## config.mk

```make
export PLATFORM = sky130hd
export DESIGN_NAME = fsmc_host
export DESIGN_NICKNAME = d
export VERILOG_FILES = /design/src/fsmc_pkg.sv /design/src/fsmc_host.sv
export SDC_FILE = /design/constraint.sdc
export NUM_CORES = 1
export LEC_CHECK = 0
export BUFFER_PORTS_ARGS = -buffer_cell sky130_fd_sc_hd__buf_2
export CORE_MARGIN = 2
export CORE_UTILIZATION = 58
export DETAILED_ROUTE_END_ITERATION = 10
export MAX_ROUTING_LAYER = met4
export PLACE_DENSITY = 0.85
export SETUP_SLACK_MARGIN = 0.05
export SLEW_MARGIN = 20
export SYNTH_ARGS = -nofsm -noshare
export SYNTH_HDL_FRONTEND = slang
export SYNTH_SLANG_ARGS = --single-unit
export TNS_END_PERCENT = 100
```

## constraint.sdc

```tcl
create_clock -name sys_clk -period 4.6 [get_ports sys_clk]
set_input_delay 0.69 -clock sys_clk [delete_from_list [all_inputs] [get_ports sys_clk]]
set_output_delay 0.69 -clock sys_clk [all_outputs]
set_load 0.03 [all_outputs]
```

## src/fsmc_pkg.sv

```systemverilog
// Package of constants and types for the flash/SRAM host bus controller
// =====================================================================
// Behaviour
// - Flash read: reset high, enables low, write high
// - SRAM read: select one low, two high
// - Never both memories on the bus
// - Wait wake-up times after reset release
// - Flash write: select, write low, output high
// - SRAM write: select one, write low, output high
// - Write FFh before array reads
// - 90h enters configuration read until FFh
package fsmc_pkg;
	// =====================================================================
	// Register map of the controller (byte offsets)
	localparam logic [7:0] REG_CTRL = 8'h00;
	localparam logic [7:0] REG_ADDR = 8'h04;
	localparam logic [7:0] REG_WDATA = 8'h08;
	localparam logic [7:0] REG_RDATA = 8'h0C;
	localparam logic [7:0] REG_STATUS = 8'h10;
	localparam logic [7:0] REG_TIMING = 8'h14;
	// CTRL field positions
	localparam int CTRL_GO_BIT = 0;
	localparam int CTRL_WRITE_BIT = 1;
	localparam int CTRL_SRAM_BIT = 2;
	localparam int CTRL_RESET_BIT = 3;
	// STATUS field positions
	localparam int STAT_BUSY_BIT = 0;
	localparam int STAT_WAKE_BIT = 1;
	localparam int STAT_RST_BIT = 2;
	// =====================================================================
	// Flash command codes and configuration addresses
	localparam logic [15:0] CMD_READ_ARRAY = 16'h00FF;
	localparam logic [15:0] CMD_READ_CONFIG = 16'h0090;
	localparam logic [21:0] CFG_MAKER = 22'h000000;
	localparam logic [21:0] CFG_PART = 22'h000001;
	localparam logic [21:0] CFG_LOCK_OFS = 22'h000002;
	localparam logic [21:0] CFG_PROT_LOCK = 22'h000080;
	localparam logic [21:0] CFG_PROT_FIRST = 22'h000081;
	// =====================================================================
	// Timing: figures in ns and derived cycle counts at 50 MHz
	localparam int CLK_NS = 20;
	localparam int RESET_TO_OUTPUT_VALID_TIME_NS = 150;
	localparam int RESET_TO_WRITE_DELAY_NS = 150;
	localparam int WAKE_NS = (RESET_TO_OUTPUT_VALID_TIME_NS > RESET_TO_WRITE_DELAY_NS) ?
		RESET_TO_OUTPUT_VALID_TIME_NS : RESET_TO_WRITE_DELAY_NS;
	localparam int WAKE_CYC = (WAKE_NS + CLK_NS - 1) / CLK_NS;
	localparam int RESET_LOW_NS = 100;
	localparam int RESET_LOW_CYC = (RESET_LOW_NS + CLK_NS - 1) / CLK_NS;
	localparam logic [7:0] ACCESS_CYC_RESET = 8'h04;
	// =====================================================================
	// Carriers
	typedef struct packed {
		logic ce_n;
		logic oe_n;
		logic we_n;
		logic reset_n;
	} fsmc_flash_ctl_t;
	typedef struct packed {
		logic select_one_n;
		logic select_two;
		logic oe_n;
		logic we_n;
		logic upper_byte_n;
		logic lower_byte_n;
	} fsmc_sram_ctl_t;
	typedef enum logic [2:0] {
		ST_IDLE = 3'b000,
		ST_SETUP = 3'b001,
		ST_STROBE = 3'b010,
		ST_HOLD = 3'b011,
		ST_RESET = 3'b100,
		ST_WAKE = 3'b101
	} fsmc_state_t;
endpackage

```

## src/fsmc_host.sv

```systemverilog
// Host controller driving the flash/SRAM package strobes from APB registers
//
// The APB interface to the registers was left to the implementer.
`timescale 1ns/100ps
module fsmc_host #(
	parameter int ADDR_W = 22,
	parameter int DATA_W = 16
) (
	input wire logic sys_clk,
	input wire logic reset_n,
	// APB slave
	input wire logic psel,
	input wire logic penable,
	input wire logic pwrite,
	input wire logic [7:0] paddr,
	input wire logic [31:0] pwdata,
	output logic [31:0] prdata,
	output logic pready,
	output logic pslverr,
	// Memory pins
	output logic [ADDR_W-1:0] mem_addr,
	input wire logic [DATA_W-1:0] mem_data_in,
	output logic [DATA_W-1:0] mem_data_out,
	output logic mem_data_oe,
	output fsmc_pkg::fsmc_flash_ctl_t flash_ctl,
	output fsmc_pkg::fsmc_sram_ctl_t sram_ctl
);
	// =====================================================================
	// Registers
	logic [ADDR_W-1:0] addr_q; // Target word address
	logic [DATA_W-1:0] wdata_q; // Data for the next write
	logic [DATA_W-1:0] rdata_q; // Last read result
	logic write_q; // Direction of the pending cycle
	logic sram_q; // Target memory: 1 selects SRAM
	logic [7:0] access_q; // Write strobe width in cycles; read strobes are three cycles longer, capped at 255
	logic go_q; // One-cycle start pulse from software
	logic reset_req_q; // One-cycle flash reset request
	logic [7:0] cnt_q; // Phase counter
	logic [DATA_W-1:0] sync1_q; // First synchroniser stage, read by sync2 only
	logic [DATA_W-1:0] sync2_q; // Second stage, safe to sample
	fsmc_pkg::fsmc_state_t state_q;
	logic busy;
	logic apb_wr;
	logic apb_rd_ok;

	assign busy = (state_q != fsmc_pkg::ST_IDLE);
	assign apb_wr = psel && penable && pwrite;
	// =====================================================================
	// APB slave: zero-wait, unmapped addresses answer with an error
	function automatic logic mapped(input logic [7:0] a);
		mapped = (a == fsmc_pkg::REG_CTRL) || (a == fsmc_pkg::REG_ADDR) ||
			(a == fsmc_pkg::REG_WDATA) || (a == fsmc_pkg::REG_RDATA) ||
			(a == fsmc_pkg::REG_STATUS) || (a == fsmc_pkg::REG_TIMING);
	endfunction
	assign apb_rd_ok = mapped(paddr);
	assign pready = 1'b1;
	assign pslverr = psel && penable && !apb_rd_ok;

	// Read mux; data outputs come from flip-flops elsewhere, this is the bus view
	always_comb begin
		prdata = 32'h0000_0000;
		unique case (paddr)
			fsmc_pkg::REG_CTRL: prdata = {29'h0, reset_req_q, sram_q, write_q} << 1;
			fsmc_pkg::REG_ADDR: prdata = 32'(addr_q);
			fsmc_pkg::REG_WDATA: prdata = 32'(wdata_q);
			fsmc_pkg::REG_RDATA: prdata = 32'(rdata_q);
			fsmc_pkg::REG_STATUS: begin
				prdata[fsmc_pkg::STAT_BUSY_BIT] = busy;
				prdata[fsmc_pkg::STAT_WAKE_BIT] = (state_q == fsmc_pkg::ST_WAKE);
				prdata[fsmc_pkg::STAT_RST_BIT] = (state_q == fsmc_pkg::ST_RESET);
			end
			fsmc_pkg::REG_TIMING: prdata = 32'(access_q);
			default: prdata = 32'h0000_0000;
		endcase
	end

	// Software settings; ignored while a cycle is running
	always_ff @(posedge sys_clk or negedge reset_n) begin
		if (!reset_n) begin
			addr_q <= '0;
			wdata_q <= '0;
			write_q <= 1'b0;
			sram_q <= 1'b0;
			access_q <= fsmc_pkg::ACCESS_CYC_RESET;
		end else if (apb_wr && !busy) begin
			unique case (paddr)
				fsmc_pkg::REG_CTRL: begin
					write_q <= pwdata[fsmc_pkg::CTRL_WRITE_BIT];
					sram_q <= pwdata[fsmc_pkg::CTRL_SRAM_BIT];
				end
				fsmc_pkg::REG_ADDR: addr_q <= pwdata[ADDR_W-1:0];
				// Mode commands such as FFh and 90h are plain write data
				fsmc_pkg::REG_WDATA: wdata_q <= pwdata[DATA_W-1:0];
				// Zero width would wrap the counter to a 256-cycle write strobe, so clamp to one
				fsmc_pkg::REG_TIMING: access_q <= (pwdata[7:0] == 8'h00) ? 8'h01 : pwdata[7:0];
				default: ;
			endcase
		end
	end

	// Start pulses from the control register
	always_ff @(posedge sys_clk or negedge reset_n) begin
		if (!reset_n) begin
			go_q <= 1'b0;
			reset_req_q <= 1'b0;
		end else begin
			go_q <= apb_wr && !busy && (paddr == fsmc_pkg::REG_CTRL) && pwdata[fsmc_pkg::CTRL_GO_BIT];
			reset_req_q <= apb_wr && !busy && (paddr == fsmc_pkg::REG_CTRL) && pwdata[fsmc_pkg::CTRL_RESET_BIT];
		end
	end

	// Read data crosses from the pins through two flops
	always_ff @(posedge sys_clk or negedge reset_n) begin
		if (!reset_n) begin
			sync1_q <= '0;
			sync2_q <= '0;
		end else begin
			sync1_q <= mem_data_in;
			sync2_q <= sync1_q;
		end
	end

	// =====================================================================
	// Cycle sequencer. Setup, strobe, hold; the synchroniser adds two cycles
	// of latency, so reads are captured at the end of a stretched strobe.
	always_ff @(posedge sys_clk or negedge reset_n) begin
		if (!reset_n) begin
			state_q <= fsmc_pkg::ST_RESET; // Pulse flash reset at power-up
			cnt_q <= 8'(fsmc_pkg::RESET_LOW_CYC);
		end else begin
			unique case (state_q)
				fsmc_pkg::ST_IDLE: begin
					if (reset_req_q) begin
						state_q <= fsmc_pkg::ST_RESET;
						cnt_q <= 8'(fsmc_pkg::RESET_LOW_CYC);
					end else if (go_q) begin
						state_q <= fsmc_pkg::ST_SETUP;
						cnt_q <= 8'h01;
					end
				end
				fsmc_pkg::ST_SETUP: begin
					// Address settles before any strobe falls
					state_q <= fsmc_pkg::ST_STROBE;
					// Reads need three extra cycles: one for the registered output enable,
					// two for the synchroniser, so even a one-cycle setting returns real data
					if (write_q) begin
						cnt_q <= access_q;
					end else if (access_q > 8'hFC) begin
						cnt_q <= 8'hFF; // Saturate instead of wrapping to a short strobe
					end else begin
						cnt_q <= access_q + 8'h03;
					end
				end
				fsmc_pkg::ST_STROBE: begin
					if (cnt_q == 8'h01) begin
						state_q <= fsmc_pkg::ST_HOLD;
						cnt_q <= 8'h01;
					end else begin
						cnt_q <= cnt_q - 8'h01;
					end
				end
				fsmc_pkg::ST_HOLD: begin
					// Strobes are high again; data and address still held
					state_q <= fsmc_pkg::ST_IDLE;
				end
				fsmc_pkg::ST_RESET: begin
					// Any running program or erase is aborted by this
					if (cnt_q == 8'h01) begin
						state_q <= fsmc_pkg::ST_WAKE;
						cnt_q <= 8'(fsmc_pkg::WAKE_CYC);
					end else begin
						cnt_q <= cnt_q - 8'h01;
					end
				end
				fsmc_pkg::ST_WAKE: begin
					// No access until output-valid and write delays pass
					if (cnt_q == 8'h01) begin
						state_q <= fsmc_pkg::ST_IDLE;
					end else begin
						cnt_q <= cnt_q - 8'h01;
					end
				end
				default: state_q <= fsmc_pkg::ST_IDLE;
			endcase
		end
	end

	// Read data captured at the last strobe cycle
	always_ff @(posedge sys_clk or negedge reset_n) begin
		if (!reset_n) begin
			rdata_q <= '0;
		end else if (state_q == fsmc_pkg::ST_STROBE && cnt_q == 8'h01 && !write_q) begin
			rdata_q <= sync2_q;
		end
	end

	// =====================================================================
	// Pin drivers, all registered
	always_ff @(posedge sys_clk or negedge reset_n) begin
		if (!reset_n) begin
			flash_ctl <= '{ce_n: 1'b1, oe_n: 1'b1, we_n: 1'b1, reset_n: 1'b0};
			sram_ctl <= '{select_one_n: 1'b1, select_two: 1'b0, oe_n: 1'b1, we_n: 1'b1,
				upper_byte_n: 1'b1, lower_byte_n: 1'b1};
			mem_addr <= '0;
			mem_data_out <= '0;
			mem_data_oe <= 1'b0;
		end else begin
			// Default: both parts deselected, bus floats
			flash_ctl <= '{ce_n: 1'b1, oe_n: 1'b1, we_n: 1'b1, reset_n: 1'b1};
			sram_ctl <= '{select_one_n: 1'b1, select_two: 1'b0, oe_n: 1'b1, we_n: 1'b1,
				upper_byte_n: 1'b1, lower_byte_n: 1'b1};
			mem_data_oe <= 1'b0;
			mem_addr <= addr_q;
			mem_data_out <= wdata_q;
			if (state_q == fsmc_pkg::ST_RESET) begin
				flash_ctl.reset_n <= 1'b0; // Flash held in reset
			end else if ((state_q == fsmc_pkg::ST_SETUP || state_q == fsmc_pkg::ST_STROBE ||
				state_q == fsmc_pkg::ST_HOLD) && !sram_q) begin
				// Only the flash is selected; SRAM stays deselected
				flash_ctl.ce_n <= (state_q == fsmc_pkg::ST_HOLD);
				mem_data_oe <= write_q;
				if (state_q == fsmc_pkg::ST_STROBE) begin
					flash_ctl.oe_n <= write_q; // Read strobe
					flash_ctl.we_n <= !write_q; // Write strobe, OE high
				end
			end else if (state_q == fsmc_pkg::ST_SETUP || state_q == fsmc_pkg::ST_STROBE ||
				state_q == fsmc_pkg::ST_HOLD) begin
				// Only the SRAM is selected; flash stays deselected
				sram_ctl.select_one_n <= (state_q == fsmc_pkg::ST_HOLD);
				sram_ctl.select_two <= (state_q != fsmc_pkg::ST_HOLD);
				sram_ctl.upper_byte_n <= 1'b0;
				sram_ctl.lower_byte_n <= 1'b0;
				mem_data_oe <= write_q;
				if (state_q == fsmc_pkg::ST_STROBE) begin
					sram_ctl.oe_n <= write_q;
					sram_ctl.we_n <= !write_q;
				end
			end
		end
	end
endmodule

```

# Word level (Yosys, flattened, before mapping)

Cells that the tools add are included.

Bits in registers: 158
Input port bits: 61
Word-level logic and storage cells: 104

Add/subtract/negate cells: 2
$lt $le $gt $ge: 1
Eq/ne operators: 17
Multiplexer cells: 27
Reduce and logical (&&, ||, !) cells: 32

Operators with widths:

| kind                                                   | count |
|---|---|
| case mux 19 bit (5 select lines)                       | 1 |
| 2-to-1 mux 8 bit                                       | 8 |
| case mux 8 bit (5 select lines)                        | 1 |
| 2-to-1 mux 3 bit                                       | 7 |
| 2-to-1 mux 6 bit                                       | 3 |
| case mux 3 bit (6 select lines)                        | 1 |
| == test 8 x 4 -> 1 bit (second input constant)         | 2 |
| == test 8 x 5 -> 1 bit (second input constant)         | 2 |
| logical NOT 8 bit                                      | 2 |
| case mux 3 bit (5 select lines)                        | 1 |
| logical AND 1 bit                                      | 10 |
| adder 8 x 2 -> 8 bit (second input constant)           | 1 |
| == test 8 x 1 -> 1 bit (second input constant)         | 1 |
| == test 8 x 3 -> 1 bit (second input constant)         | 1 |
| > comparator 8 bit (second input constant)             | 1 |
| AND reduction 2 bit                                    | 4 |
| subtractor 8 x 1 -> 8 bit (second input constant)      | 1 |
| logical OR 1 bit                                       | 7 |
| == test 3 x 2 -> 1 bit (second input constant)         | 2 |
| == test 3 bit (second input constant)                  | 2 |
| nonzero test 5 bit                                     | 1 |
| logical NOT 1 bit                                      | 4 |
| 2-to-1 mux 1 bit                                       | 4 |
| inequality test 2 x 1 -> 1 bit (second input constant) | 2 |
| other kinds (9)                                        | 10 |

# Logic depth before layout (Yosys ltp)

Gate-level depths: netlist (run 1).

Word-level depth: 8
Mapped depth: 7

# Worst setup path after synthesis (run 1)

OpenSTA, ideal clock, no wires.

Path type: input port to output port
Start point: in paddr[2]
End point: out prdata[10]
Arrival: 2.339 ns
Data required time: 3.910 ns
Slack: 1.571 ns
Stages on the path: 4
Path buffers: 2
Cells stage by stage: clkbuf_1 buf_1 mux2i_1 o21ai_0

Word-level cells in the longest chain between the ends: 2
Elaborated cells on any way between the ends: 6
Those cells by class: eq/ne (4); mux (1); reduce/logical (1)

RTL lines:

| item                                                 | line            | source |
|---|---|---|
| start, declared                                      | fsmc_host.sv:15 | `input wire logic [7:0] paddr,` |
| == test 8 x 5 -> 1 bit, or another cell as far along | fsmc_host.sv:62 | `unique case (paddr)` |
| case mux 19 bit (5 select lines) *                   | fsmc_host.sv:62 |  |
| end, declared                                        | fsmc_host.sv:17 | `output logic [31:0] prdata,` |

Every way passes the cells marked *; elsewhere a longest branch is shown, timed or not.

# Final worst setup path (run 1)

Start point: in paddr[2]
End point: out prdata[14]

Same word-level chain as after synthesis.

==> impl_metrics.py, run 1 <==
metrics = {
    "run_status": {
        "status": "completed",
    },
    "critical_path": {
        "endpoint_kind": "output pin",
        "crit_fanout": 28,
        "critPathArrivalTime_ns": 2.58,
        "worstSetupPathType": "in2out",
        "critPathRequiredTime_ns": 3.91,
        "start_kind": "input pin",
        "reg2reg_depth": 5,
    },
    "global_routing": {
        "grt_pass1_vias": 4306,
        "antenna_found_initial": 0,
        "grt_pass1_wl_mm": 21.7,
        "track_usage_pct": 25.5,
        "grt_start_max_net_pins": 84,
        "grt_remaining_overflow": 0,
    },
    "place": {
        "placement.io_buffers": 122,
        "gp_congestion": 0.949,
        "placed_area_mm2": 0.00697,
        "place_ws_ns": 1.33,
        "dp_hpwl_mm": 9.41,
        "place_inst": 725,
    },
    "logic_synthesis": {
        "yosys_warnings": 0,
        "synth_edf_count": 0,
        "synth_top_family_by_area": "multiplexers",
        "synth-compound-area-share_pct": 6.79,
        "async_flop_share_pct": 100,
        "synth_cell_types": 65,
        "syn_avg_cell_area_um2": 13.1,
        "synthMuxAreaShare_pct": 15.1,
        "dominantRegCellSynth": "dfrtp_1",
        "ys_top_cells_by_area": "dfrtp_1 58%, mux2_2 11%, dfstp_2 4.6%",
        "synth_cells": 483,
        "yosys_register_bits": 157,
        "synth-simple-area-share_pct": 10.9,
        "synth_top_area_share_pct": 57.8,
        "synth_top_cell_by_area": "dfrtp_1",
        "seq_area_frac_synth_pct": 62.4,
        "synth_xor_area_share_pct": 0.416,
        "syn_area_mm2": 0.00632,
        "synth_adder_area_share_pct": 0.594,
    },
    "detailed_routing": {
        "avgViaCountPerCell": 5.66,
        "drt_iter0_drc": 237,
        "drc_errors": 0,
        "dr.pass1.iters": 5,
        "vias": 4282,
        "antenna_left": 0,
        "drt_wl_total_mm": 13.5,
        "wl_per_cell_um": 17.8,
    },
    "clock_network": {
        "cts_max_level": 4,
        "cts_buffer_depth": 2,
        "ctsHoldBuffers": 0,
        "root_buffer": "clkbuf_8",
        "cts_resized": 0,
        "insertion_delay_ns": 0.53,
        "cts_tree": "yes",
        "postCtsSetupBuffers": 0,
        "clk_pin_slew_ns": 0.06,
        "clock_sinks": 157,
        "cts_buffers": 17,
    },
    "floorplan": {
        "start_util_pct": 58.8,
        "dieArea_mm2": 0.0117,
        "ioPinCount": 144,
        "core-area_mm2": 0.0107,
        "die_w_um": 108,
        "rows": 38,
        "die_h_um": 108,
    },
    "timing": {
        "setup_ws_ns": 1.33,
        "drv_slew": 0,
        "tns_ns": 0,
        "hold_slack_ns": 0.196,
        "min_period_over_period_pct": 71.2,
        "hold_viol": 0,
        "period_needed_ns": 3.27,
        "max_freq_ghz": 0.305,
        "rsz0062_at_grt": "false",
        "worst_slew_pin_slew_ns": 0.714,
        "setup_viol": 0,
        "skew_ns": 0.0150,
        "relSlewSlack_pct": 52.4,
    },
    "cells_and_area": {
        "area_delta_synth_final_pct": 19.3,
        "instances_no_fill": 757,
        "finish.utilization_pct": 70.2,
        "final_cell_area_mm2": 0.00754,
        "n_antenna_cell": 0,
        "drive_gt1_share_pct": 39.2,
        "fin_nets": 668,
    },
    "power_and_ir_drop": {
        "finalPower_mw": 3.68,
        "swShare_pct": 29.1,
        "p_per_area_mw_per_mm2": 488,
        "clkPwrFrac_pct": 36.0,
        "p_leak_nw": 3.79,
        "power_switching_mw": 1.07,
        "ir_drop_mv": 0.313,
        "comb_power_share_pct": 19.4,
        "intPower_mw": 2.60,
        "seq_power_share_pct": 44.6,
    },
    "worst_hold_path": {
        "hold_path.class": "in2async",
    },
    "run": {
        "drv_cap": 0,
    },
}
cell type report:
| cell class | count | area (µm²) |
|---|---|---|
| Inverter | 11 | 41.3 |
| Clock inverter | 10 | 114 |
| Tap cell | 140 | 175 |
| Fill cell | 743 | 3210 |
| Clock buffer | 22 | 453 |
| Multi-Input combinational cell | 293 | 2180 |
| Timing Repair Buffer | 124 | 632 |
| Sequential cell | 157 | 3940 |
power by group through the flow:
stage	sequential, mW	clock (mW)	combinational, mW
global route	1.66	1.41	0.784
detailed placement	1.66	0	0.699
finish	1.64	1.32	0.713
global placement	1.65	0	0.688
CTS	1.64	1.35	0.709
floorplan	1.64	0	0.510
sequential cells by signal, summed over array words and instances, names as in the netlist:
register and cells:
cnt_q 8, write_q 1, access_q 8, reset_req_q 1, go_q 1, sram_q 1
addr_q 22, sram_ctl 5, rdata_q 16, sync2_q 16, mem_data_out 16, sync1_q 16
flash_ctl 4, wdata_q 16, mem_addr 22, mem_data_oe 1, state_q 3
cells by family (layout without fill, tap and decap cells):
group,count (synthesis),after routing
flip-flops,157,157
AND/OR/NAND/NOR,124,124
multiplexers,85,85
AO/OA/AOI/OAI,67,67
buffers and inverters,42,167
adder cells (fa/ha/maj),3,3
XOR/XNOR,3,3
other,2,11
synthesized netlist by cell type, types with 3 or more instances:
master / count
nand2_1: 37
buf_4: 12
o21ai_0: 24
nand2b_1: 4
xnor2_1: 3
nand3_1: 5
nor2_1: 25
nor3_1: 12
and2_1: 10
buf_6: 3
a21oi_1: 12
inv_1: 11
buf_2: 4
clkbuf_1: 10
ha_1: 3
and3_1: 3
o22ai_1: 3
dfstp_2: 11
dfrtp_1: 146
mux2_2: 64
mux2i_1: 19
o2bb2ai_1: 4
or4_1: 3
critical path, cell delays in order:
cell and delay, ns:
buf_2 0.53, inv_1 0.25, nor3_4 0.63, nand2_1 0.10, o21ai_0 0.12, buf_2 0.25
placed cells by master, fill, tap and decap left out, types with 5 or more instances in the layout:
master / instances
nor2_1: 25
o21ai_0: 24
clkbuf_16: 16
mux2i_1: 19
buf_2: 121
dfstp_2: 11
inv_1: 11
mux2_2: 64
nand3_1: 5
nor3_1: 12
conb_1: 11
dfrtp_1: 146
nand2_1: 37
and2_1: 10
a21oi_1: 12
routing by layer:
layer	vias to the layer above	track usage (%)	share of wire (%)	wire length [µm]
met3	33	5.49	5.1	695
met2	164	39.1	50	6790
met4	0	12.9	2.9	387
met5	-	-	0	0
li1	1940	-	-	-
met1	2145	32.4	42	5630
final timing paths:
| check | startpoint | slack (ns) | to |
|---|---|---|---|
| worst min register to register | sync1_q[8]$_DFF_PN0_ | 0.35 | sync2_q[8]$_DFF_PN0_ |
| worst max-delay path | paddr[2] | 1.33 | prdata[14] |
| max in group asynchronous | reset_n | 3.43 | wdata_q[3]$_DFFE_PN0P_ |
| worst min-delay path | reset_n | 0.20 | addr_q[19]$_DFFE_PN0P_ |
| min in group sys_clk | mem_data_in[7] | 0.26 | sync1_q[7]$_DFF_PN0_ |
| worst max register to register | state_q[0]$_DFFE_PN0P_ | 2.00 | write_q$_DFFE_PN0P_ |
Note: power is estimated with default switching activity, not from simulation.
==> run 2: changes to the inputs <==
- ABC_AREA: default -> 1
- CORE_UTILIZATION: 58 -> 54
- PLACE_DENSITY: 0.85 -> 0.79
- clock period: 4.6 -> 3.4 ns (I/O delays scaled with it)
==> run 2 against run 1 <==
Net effect: sequential share of layout area shrank 2.3 points; utilization shrank 4.5 points; final cell count increased by 27%; clock-buffer cell count is 1 lower; first-iteration DRC count rose by 57%; combinational power is 75% higher; critical endpoint is now prdata[4]; largest cell class unchanged.
==> impl_metrics.py, run 2 <==
metrics = {
    "clock_network": {
        "clk_pin_slew_ns": 0.06,
        "insertion_delay_ns": 0.42,
        "cts_tree": "yes",
        "postCtsSetupBuffers": 0,
        "cts_resized": 0,
        "cts_max_level": 4,
        "ctsHoldBuffers": 0,
        "cts_buffers": 17,
        "root_buffer": "clkbuf_16",
        "cts_buffer_depth": 2,
        "clock_sinks": 157,
    },
    "timing": {
        "min_period_over_period_pct": 76.8,
        "tns_ns": 0,
        "setup_viol": 0,
        "hold_slack_ns": 0.0798,
        "relSlewSlack_pct": 59.0,
        "skew_ns": 0.00747,
        "rsz0062_at_grt": "false",
        "drv_slew": 0,
        "max_freq_ghz": 0.383,
        "worst_slew_pin_slew_ns": 0.615,
        "setup_ws_ns": 0.790,
        "hold_viol": 0,
        "period_needed_ns": 2.61,
    },
    "critical_path": {
        "startpoint": "paddr[7]",
        "critPathRequiredTime_ns": 2.89,
        "start_kind": "input pin",
        "critPathArrivalTime_ns": 2.10,
        "endpoint_kind": "output pin",
        "reg2reg_from": "state_q[1]$_DFFE_PN0P_",
        "crit_fanout": 18,
        "worstSetupPathType": "in2out",
        "critPathBufInv": 2,
        "path_delay_family": "simple AND/OR/NAND/NOR gates",
        "crit_chain": "buf_2 -> nor2_2 -> nand3_4 -> nor2_4 -> nand2_1 -> o21ai_1 -> a21oi_1 -> nand2_1 -> buf_2",
        "cp_slowest_stage_delay_ns": 0.52,
        "slowest_stage": "nor2_4",
    },
    "place": {
        "placed_area_mm2": 0.00730,
        "place_inst": 927,
        "placement.io_buffers": 122,
        "dp_hpwl_mm": 10.3,
        "gp_congestion": 0.905,
        "place_ws_ns": 0.864,
    },
    "global_routing": {
        "antenna_found_initial": 0,
        "grt_start_max_net_pins": 67,
        "track_usage_pct": 24.8,
        "grt_remaining_overflow": 0,
        "grt_pass1_vias": 4993,
        "grt_pass1_wl_mm": 24.3,
    },
    "power_and_ir_drop": {
        "p_per_area_mw_per_mm2": 672,
        "p_leak_nw": 4.22,
        "comb_power_share_pct": 23.7,
        "power_switching_mw": 1.74,
        "swShare_pct": 32.9,
        "seq_power_share_pct": 41.8,
        "ir_drop_mv": 0.411,
        "clkPwrFrac_pct": 34.6,
        "finalPower_mw": 5.30,
        "intPower_mw": 3.56,
    },
    "logic_synthesis": {
        "synth_cells": 670,
        "ys_top_cells_by_count": "165 x nand2_1, 146 x dfrtp_1, 89 x inv_1",
        "dominantRegCellSynth": "dfrtp_1",
        "syn_avg_cell_area_um2": 9.93,
        "ys_top_cells_by_area": "dfrtp_1 55%, nand2_1 9.3%, inv_1 5.0%",
        "yosys_register_bits": 157,
        "seq_area_frac_synth_pct": 59.2,
        "synth_cell_types": 35,
        "synth_most_common_cell": "nand2_1",
        "syn_area_mm2": 0.00666,
        "synth_edf_count": 0,
        "yosys_warnings": 0,
        "synth_top_cell_by_area": "dfrtp_1",
        "synth_top_area_share_pct": 54.9,
        "async_flop_share_pct": 100,
    },
    "cells_and_area": {
        "instances_no_fill": 959,
        "fin_nets": 863,
        "n_antenna_cell": 0,
        "fill_cells": 937,
        "finish.utilization_pct": 65.6,
        "multi_input_area_mm2": 0.00217,
        "ff_latch_area_mm2": 0.00394,
        "final_cell_mix": "165 x nand2_1, 146 x dfrtp_1, 121 x buf_2",
        "final_cell_area_mm2": 0.00788,
        "final_common_cell": "nand2_1",
        "area_delta_synth_final_pct": 18.4,
        "drive_gt1_share_pct": 31.4,
        "top_regs": "addr_q x22, mem_addr x22",
    },
    "detailed_routing": {
        "wl_met3_um": 756,
        "antenna_left": 0,
        "drc_errors": 0,
        "drt_wl_total_mm": 14.7,
        "vias": 4843,
        "wl_met1_mm": 6.18,
        "dr.pass1.iters": 4,
        "topRoutingLayerUsed": "met4",
        "wl_per_cell_um": 15.3,
        "avgViaCountPerCell": 5.05,
        "drt_iter0_drc": 372,
        "dr_wl_met2_mm": 7.43,
    },
    "floorplan": {
        "rows": 40,
        "start_util_pct": 55.4,
        "die_w_um": 115,
        "core-area_mm2": 0.0120,
        "die_h_um": 115,
        "ioPinCount": 144,
        "dieArea_mm2": 0.0132,
    },
    "worst_hold_path": {
        "hold_path.class": "in2async",
    },
    "run_status": {
        "status": "completed",
    },
    "run": {
        "drv_cap": 0,
    },
}
-- run 2: final timing paths --
path / depth (start not counted) / slack (ns) / end
min: 1 / 0.08 / wdata_q[4]$_DFFE_PN0P_
min reg2reg: 0 / 0.35 / sync2_q[5]$_DFF_PN0_
max reg2reg: 6 / 1.51 / wdata_q[0]$_DFFE_PN0P_
max in group asynchronous: 2 / 2.44 / addr_q[11]$_DFFE_PN0P_
max: 9 / 0.79 / prdata[4]
min in group sys_clk: 1 / 0.19 / sync1_q[0]$_DFF_PN0_
-- run 2: final cells by class --
| type | count | share of cell area (%) |
|---|---|---|
| clock buffer | 21 | 5.97 |
| multi-input combinational | 401 | 27.5 |
| timing repair buffer | 127 | 8.30 |
| inverter | 95 | 4.52 |
| clock inverter | 11 | 1.37 |
| sequential | 157 | 50.0 |
| tap | 147 | 2.33 |
-- run 2: power by group through the flow --
stage               Combinational [mW]  Sequential [mW]  Clock (mW)
floorplan                        0.971             2.26           0
global placement                  1.23             2.24           0
detailed placement                1.26             2.24           0
CTS                               1.27             2.21        1.85
global route                      1.43             2.24        1.93
finish                            1.25             2.21        1.83
-- run 2: metal layers --
metal  GRT usage, %  up-vias
met5              -        -
met4           9.16        0
met3           6.22       23
met2           40.2      149
met1           30.4     2331
li1               -     2340
-- run 2: cells by family (layout without fill, tap and decap cells) --
group	count (synthesis)	count (layout)	synth area share, %
buffers and inverters	121	254	8.70
adders and majority gates	3	3	0.564
muxes	6	6	0.902
and+or+nand+nor	283	283	19.9
xor gates and xnor gates	5	5	0.658
other	2	11	0.113
AOI/OAI and AO/OA	93	93	9.87
DFF	157	157	59.2
==> run 3: changes to the inputs <==
- clock period: 3.4 -> 2.6 ns (I/O delays scaled with it)
==> run 3 against run 2 <==
Net effect: critical path depth down 2; sequential cell count unchanged; design area rose by 1.2%; global-route usage decreased by 0.90 points; critical endpoint is now prdata[17]; highest routed layer unchanged.
==> impl_metrics.py, run 3 (same netlist as run 2, synthesis figures left out) <==
metrics = {
    "run_status": {
        "status": "completed",
    },
    "critical_path": {
        "start_kind": "input pin",
        "r2r-end": "cnt_q[3]$_DFFE_PN0P_",
        "cp_slowest_stage_delay_ns": 0.48,
        "reg2reg_depth": 9,
        "slowest_stage": "nor2_4",
        "worstSetupPathType": "in2out",
        "reg2reg_from": "access_q[0]$_DFFE_PN0P_",
        "crit_fanout": 18,
        "critPathArrivalTime_ns": 1.90,
        "critPathRequiredTime_ns": 2.21,
        "critPathBufInv": 3,
        "crit_chain": "buf_2 -> nor2_1 -> nand3_2 -> nor2_4 -> inv_1 -> nor2_1 -> buf_2",
        "path_delay_family": "simple AND/OR/NAND/NOR gates",
        "endpoint_kind": "output pin",
        "r2r_setup_slack_ns": 0.79,
    },
    "cells_and_area": {
        "final_cell_mix": "165 x nand2_1, 146 x dfrtp_1, 121 x buf_2",
        "n_antenna_cell": 0,
        "ff_latch_area_mm2": 0.00394,
        "multi_input_area_mm2": 0.00217,
        "drive_gt1_share_pct": 31.8,
        "top_regs": "addr_q x22, mem_addr x22",
        "area_delta_synth_final_pct": 19.8,
        "final_cell_area_mm2": 0.00797,
        "fill_cells": 941,
        "instances_no_fill": 964,
        "fin_nets": 869,
        "final_common_cell": "nand2_1",
    },
    "run": {
        "drv_cap": 0,
    },
    "power_and_ir_drop": {
        "finalPower_mw": 7.03,
        "ir_drop_mv": 0.487,
        "p_leak_nw": 4.29,
        "p_per_area_mw_per_mm2": 882,
    },
    "worst_hold_path": {
        "min_to": "sync1_q[7]$_DFF_PN0_",
        "min_delay_path_depth": 1,
        "min-delay-start": "mem_data_in[7]",
        "hold_path.class": "in2reg",
    },
    "timing": {
        "rsz0062_at_grt": "false",
        "tns_ns": 0,
        "skew_ns": 0.00980,
        "hold_viol": 0,
        "max_freq_ghz": 0.437,
        "period_needed_ns": 2.29,
        "drv_slew": 0,
        "setup_ws_ns": 0.312,
        "relSlewSlack_pct": 56.9,
        "setup_viol": 0,
        "worst_slew_pin_slew_ns": 0.647,
        "min_period_over_period_pct": 88.0,
    },
    "floorplan": {
        "die_w_um": 115,
        "die_h_um": 115,
        "ioPinCount": 144,
        "core-area_mm2": 0.0120,
        "rows": 40,
        "start_util_pct": 55.4,
        "dieArea_mm2": 0.0132,
    },
    "global_routing": {
        "grt_start_max_net_pins": 72,
        "grt_remaining_overflow": 0,
        "grt_pass1_vias": 4839,
        "track_usage_pct": 23.9,
        "grt_pass1_wl_mm": 23.5,
        "antenna_found_initial": 0,
    },
    "clock_network": {
        "cts_max_level": 4,
        "clk_pin_slew_ns": 0.06,
        "cts_buffers": 17,
        "clock_sinks": 157,
        "cts_resized": 0,
        "cts_tree": "yes",
        "root_buffer": "clkbuf_16",
        "cts_buffer_depth": 2,
        "insertion_delay_ns": 0.42,
    },
    "detailed_routing": {
        "antenna_left": 0,
        "vias": 4836,
        "dr.pass1.iters": 5,
        "avgViaCountPerCell": 5.02,
        "drt_iter0_drc": 321,
        "drt_wl_total_mm": 14.4,
        "wl_per_cell_um": 15.0,
        "drc_errors": 0,
    },
    "place": {
        "place_inst": 932,
        "gp_congestion": 0.896,
        "dp_hpwl_mm": 10.2,
        "placement.io_buffers": 122,
        "placed_area_mm2": 0.00735,
        "place_ws_ns": 0.292,
    },
}
[run 3: changes by cell type in the layout (fill, tap and decap cells not counted), sizes merged]
cell / before / now
buf: 127 / 132
bufinv: 1 / 2
clkinv: 2 / 4
clkinvlp: 5 / 1
dlygate4sd3: 0 / 1
[run 3: area by class of cell]
type                            count  share of cell area (%)
Inverter                           95                    4.47
Sequential cell                   157                    49.4
Multi-Input combinational cell    401                    27.2
Timing Repair Buffer              133                    8.96
Clock buffer                       21                    6.03
Clock inverter                     10                    1.62
Tap cell                          147                    2.31
[run 3: worst reg2reg max path, cell delays in order, from the launching register on]
cell	delay [ns]
dfrtp_1	0.38
inv_1	0.13
ha_1	0.24
nor2_1	0.32
nand3_1	0.25
nand3_1	0.16
nand2_1	0.08
nand3_1	0.08
nand2_1	0.06
nand2_1	0.06
[run 3: metrics by stage]
stage | hold WS (ns) | utilization (%)
final | 0.0682 | 66.4
after global routing | 0.0536 | 66.4
after CTS | 0.0578 | 66.4
after detailed placement | 0.335 | 61.2
after global placement | 0.331 | 61.2
after floorplan | 0.0944 | -
[run 3: how the worst max path moves through the flow]
stage / start / end / slack (ns) / cells after the start
final: paddr[1] / prdata[17] / 0.31 / 7
after detailed placement: paddr[1] / prdata[17] / 0.29 / 7
after global placement: paddr[7] / prdata[4] / 0.39 / 9
after CTS: paddr[1] / prdata[17] / 0.29 / 7
after global routing: paddr[1] / prdata[16] / 0.18 / 7
after floorplan: paddr[5] / pslverr / 0.48 / 6
[run 3: what timing repair did]
| action | CTS | global route |
|---|---|---|
| hold buffers | 1 | 0 |
| buffers inserted | 0 | 0 |
| hold endpoints to repair | 9 | 0 |
[run 3: metal layers]
layer	GRT usage (%)	part of all wire [%]
met5	-	0
met4	8.35	1.6
met1	29.1	43
met2	39.5	51
met3	5.54	4.3
[run 3: power breakdown]
part / switching, mW / internal (mW) / total (mW)
sequential: 0.160 / 2.73 / 2.89
clock: 0.986 / 1.53 / 2.51
combinational: 1.10 / 0.523 / 1.63
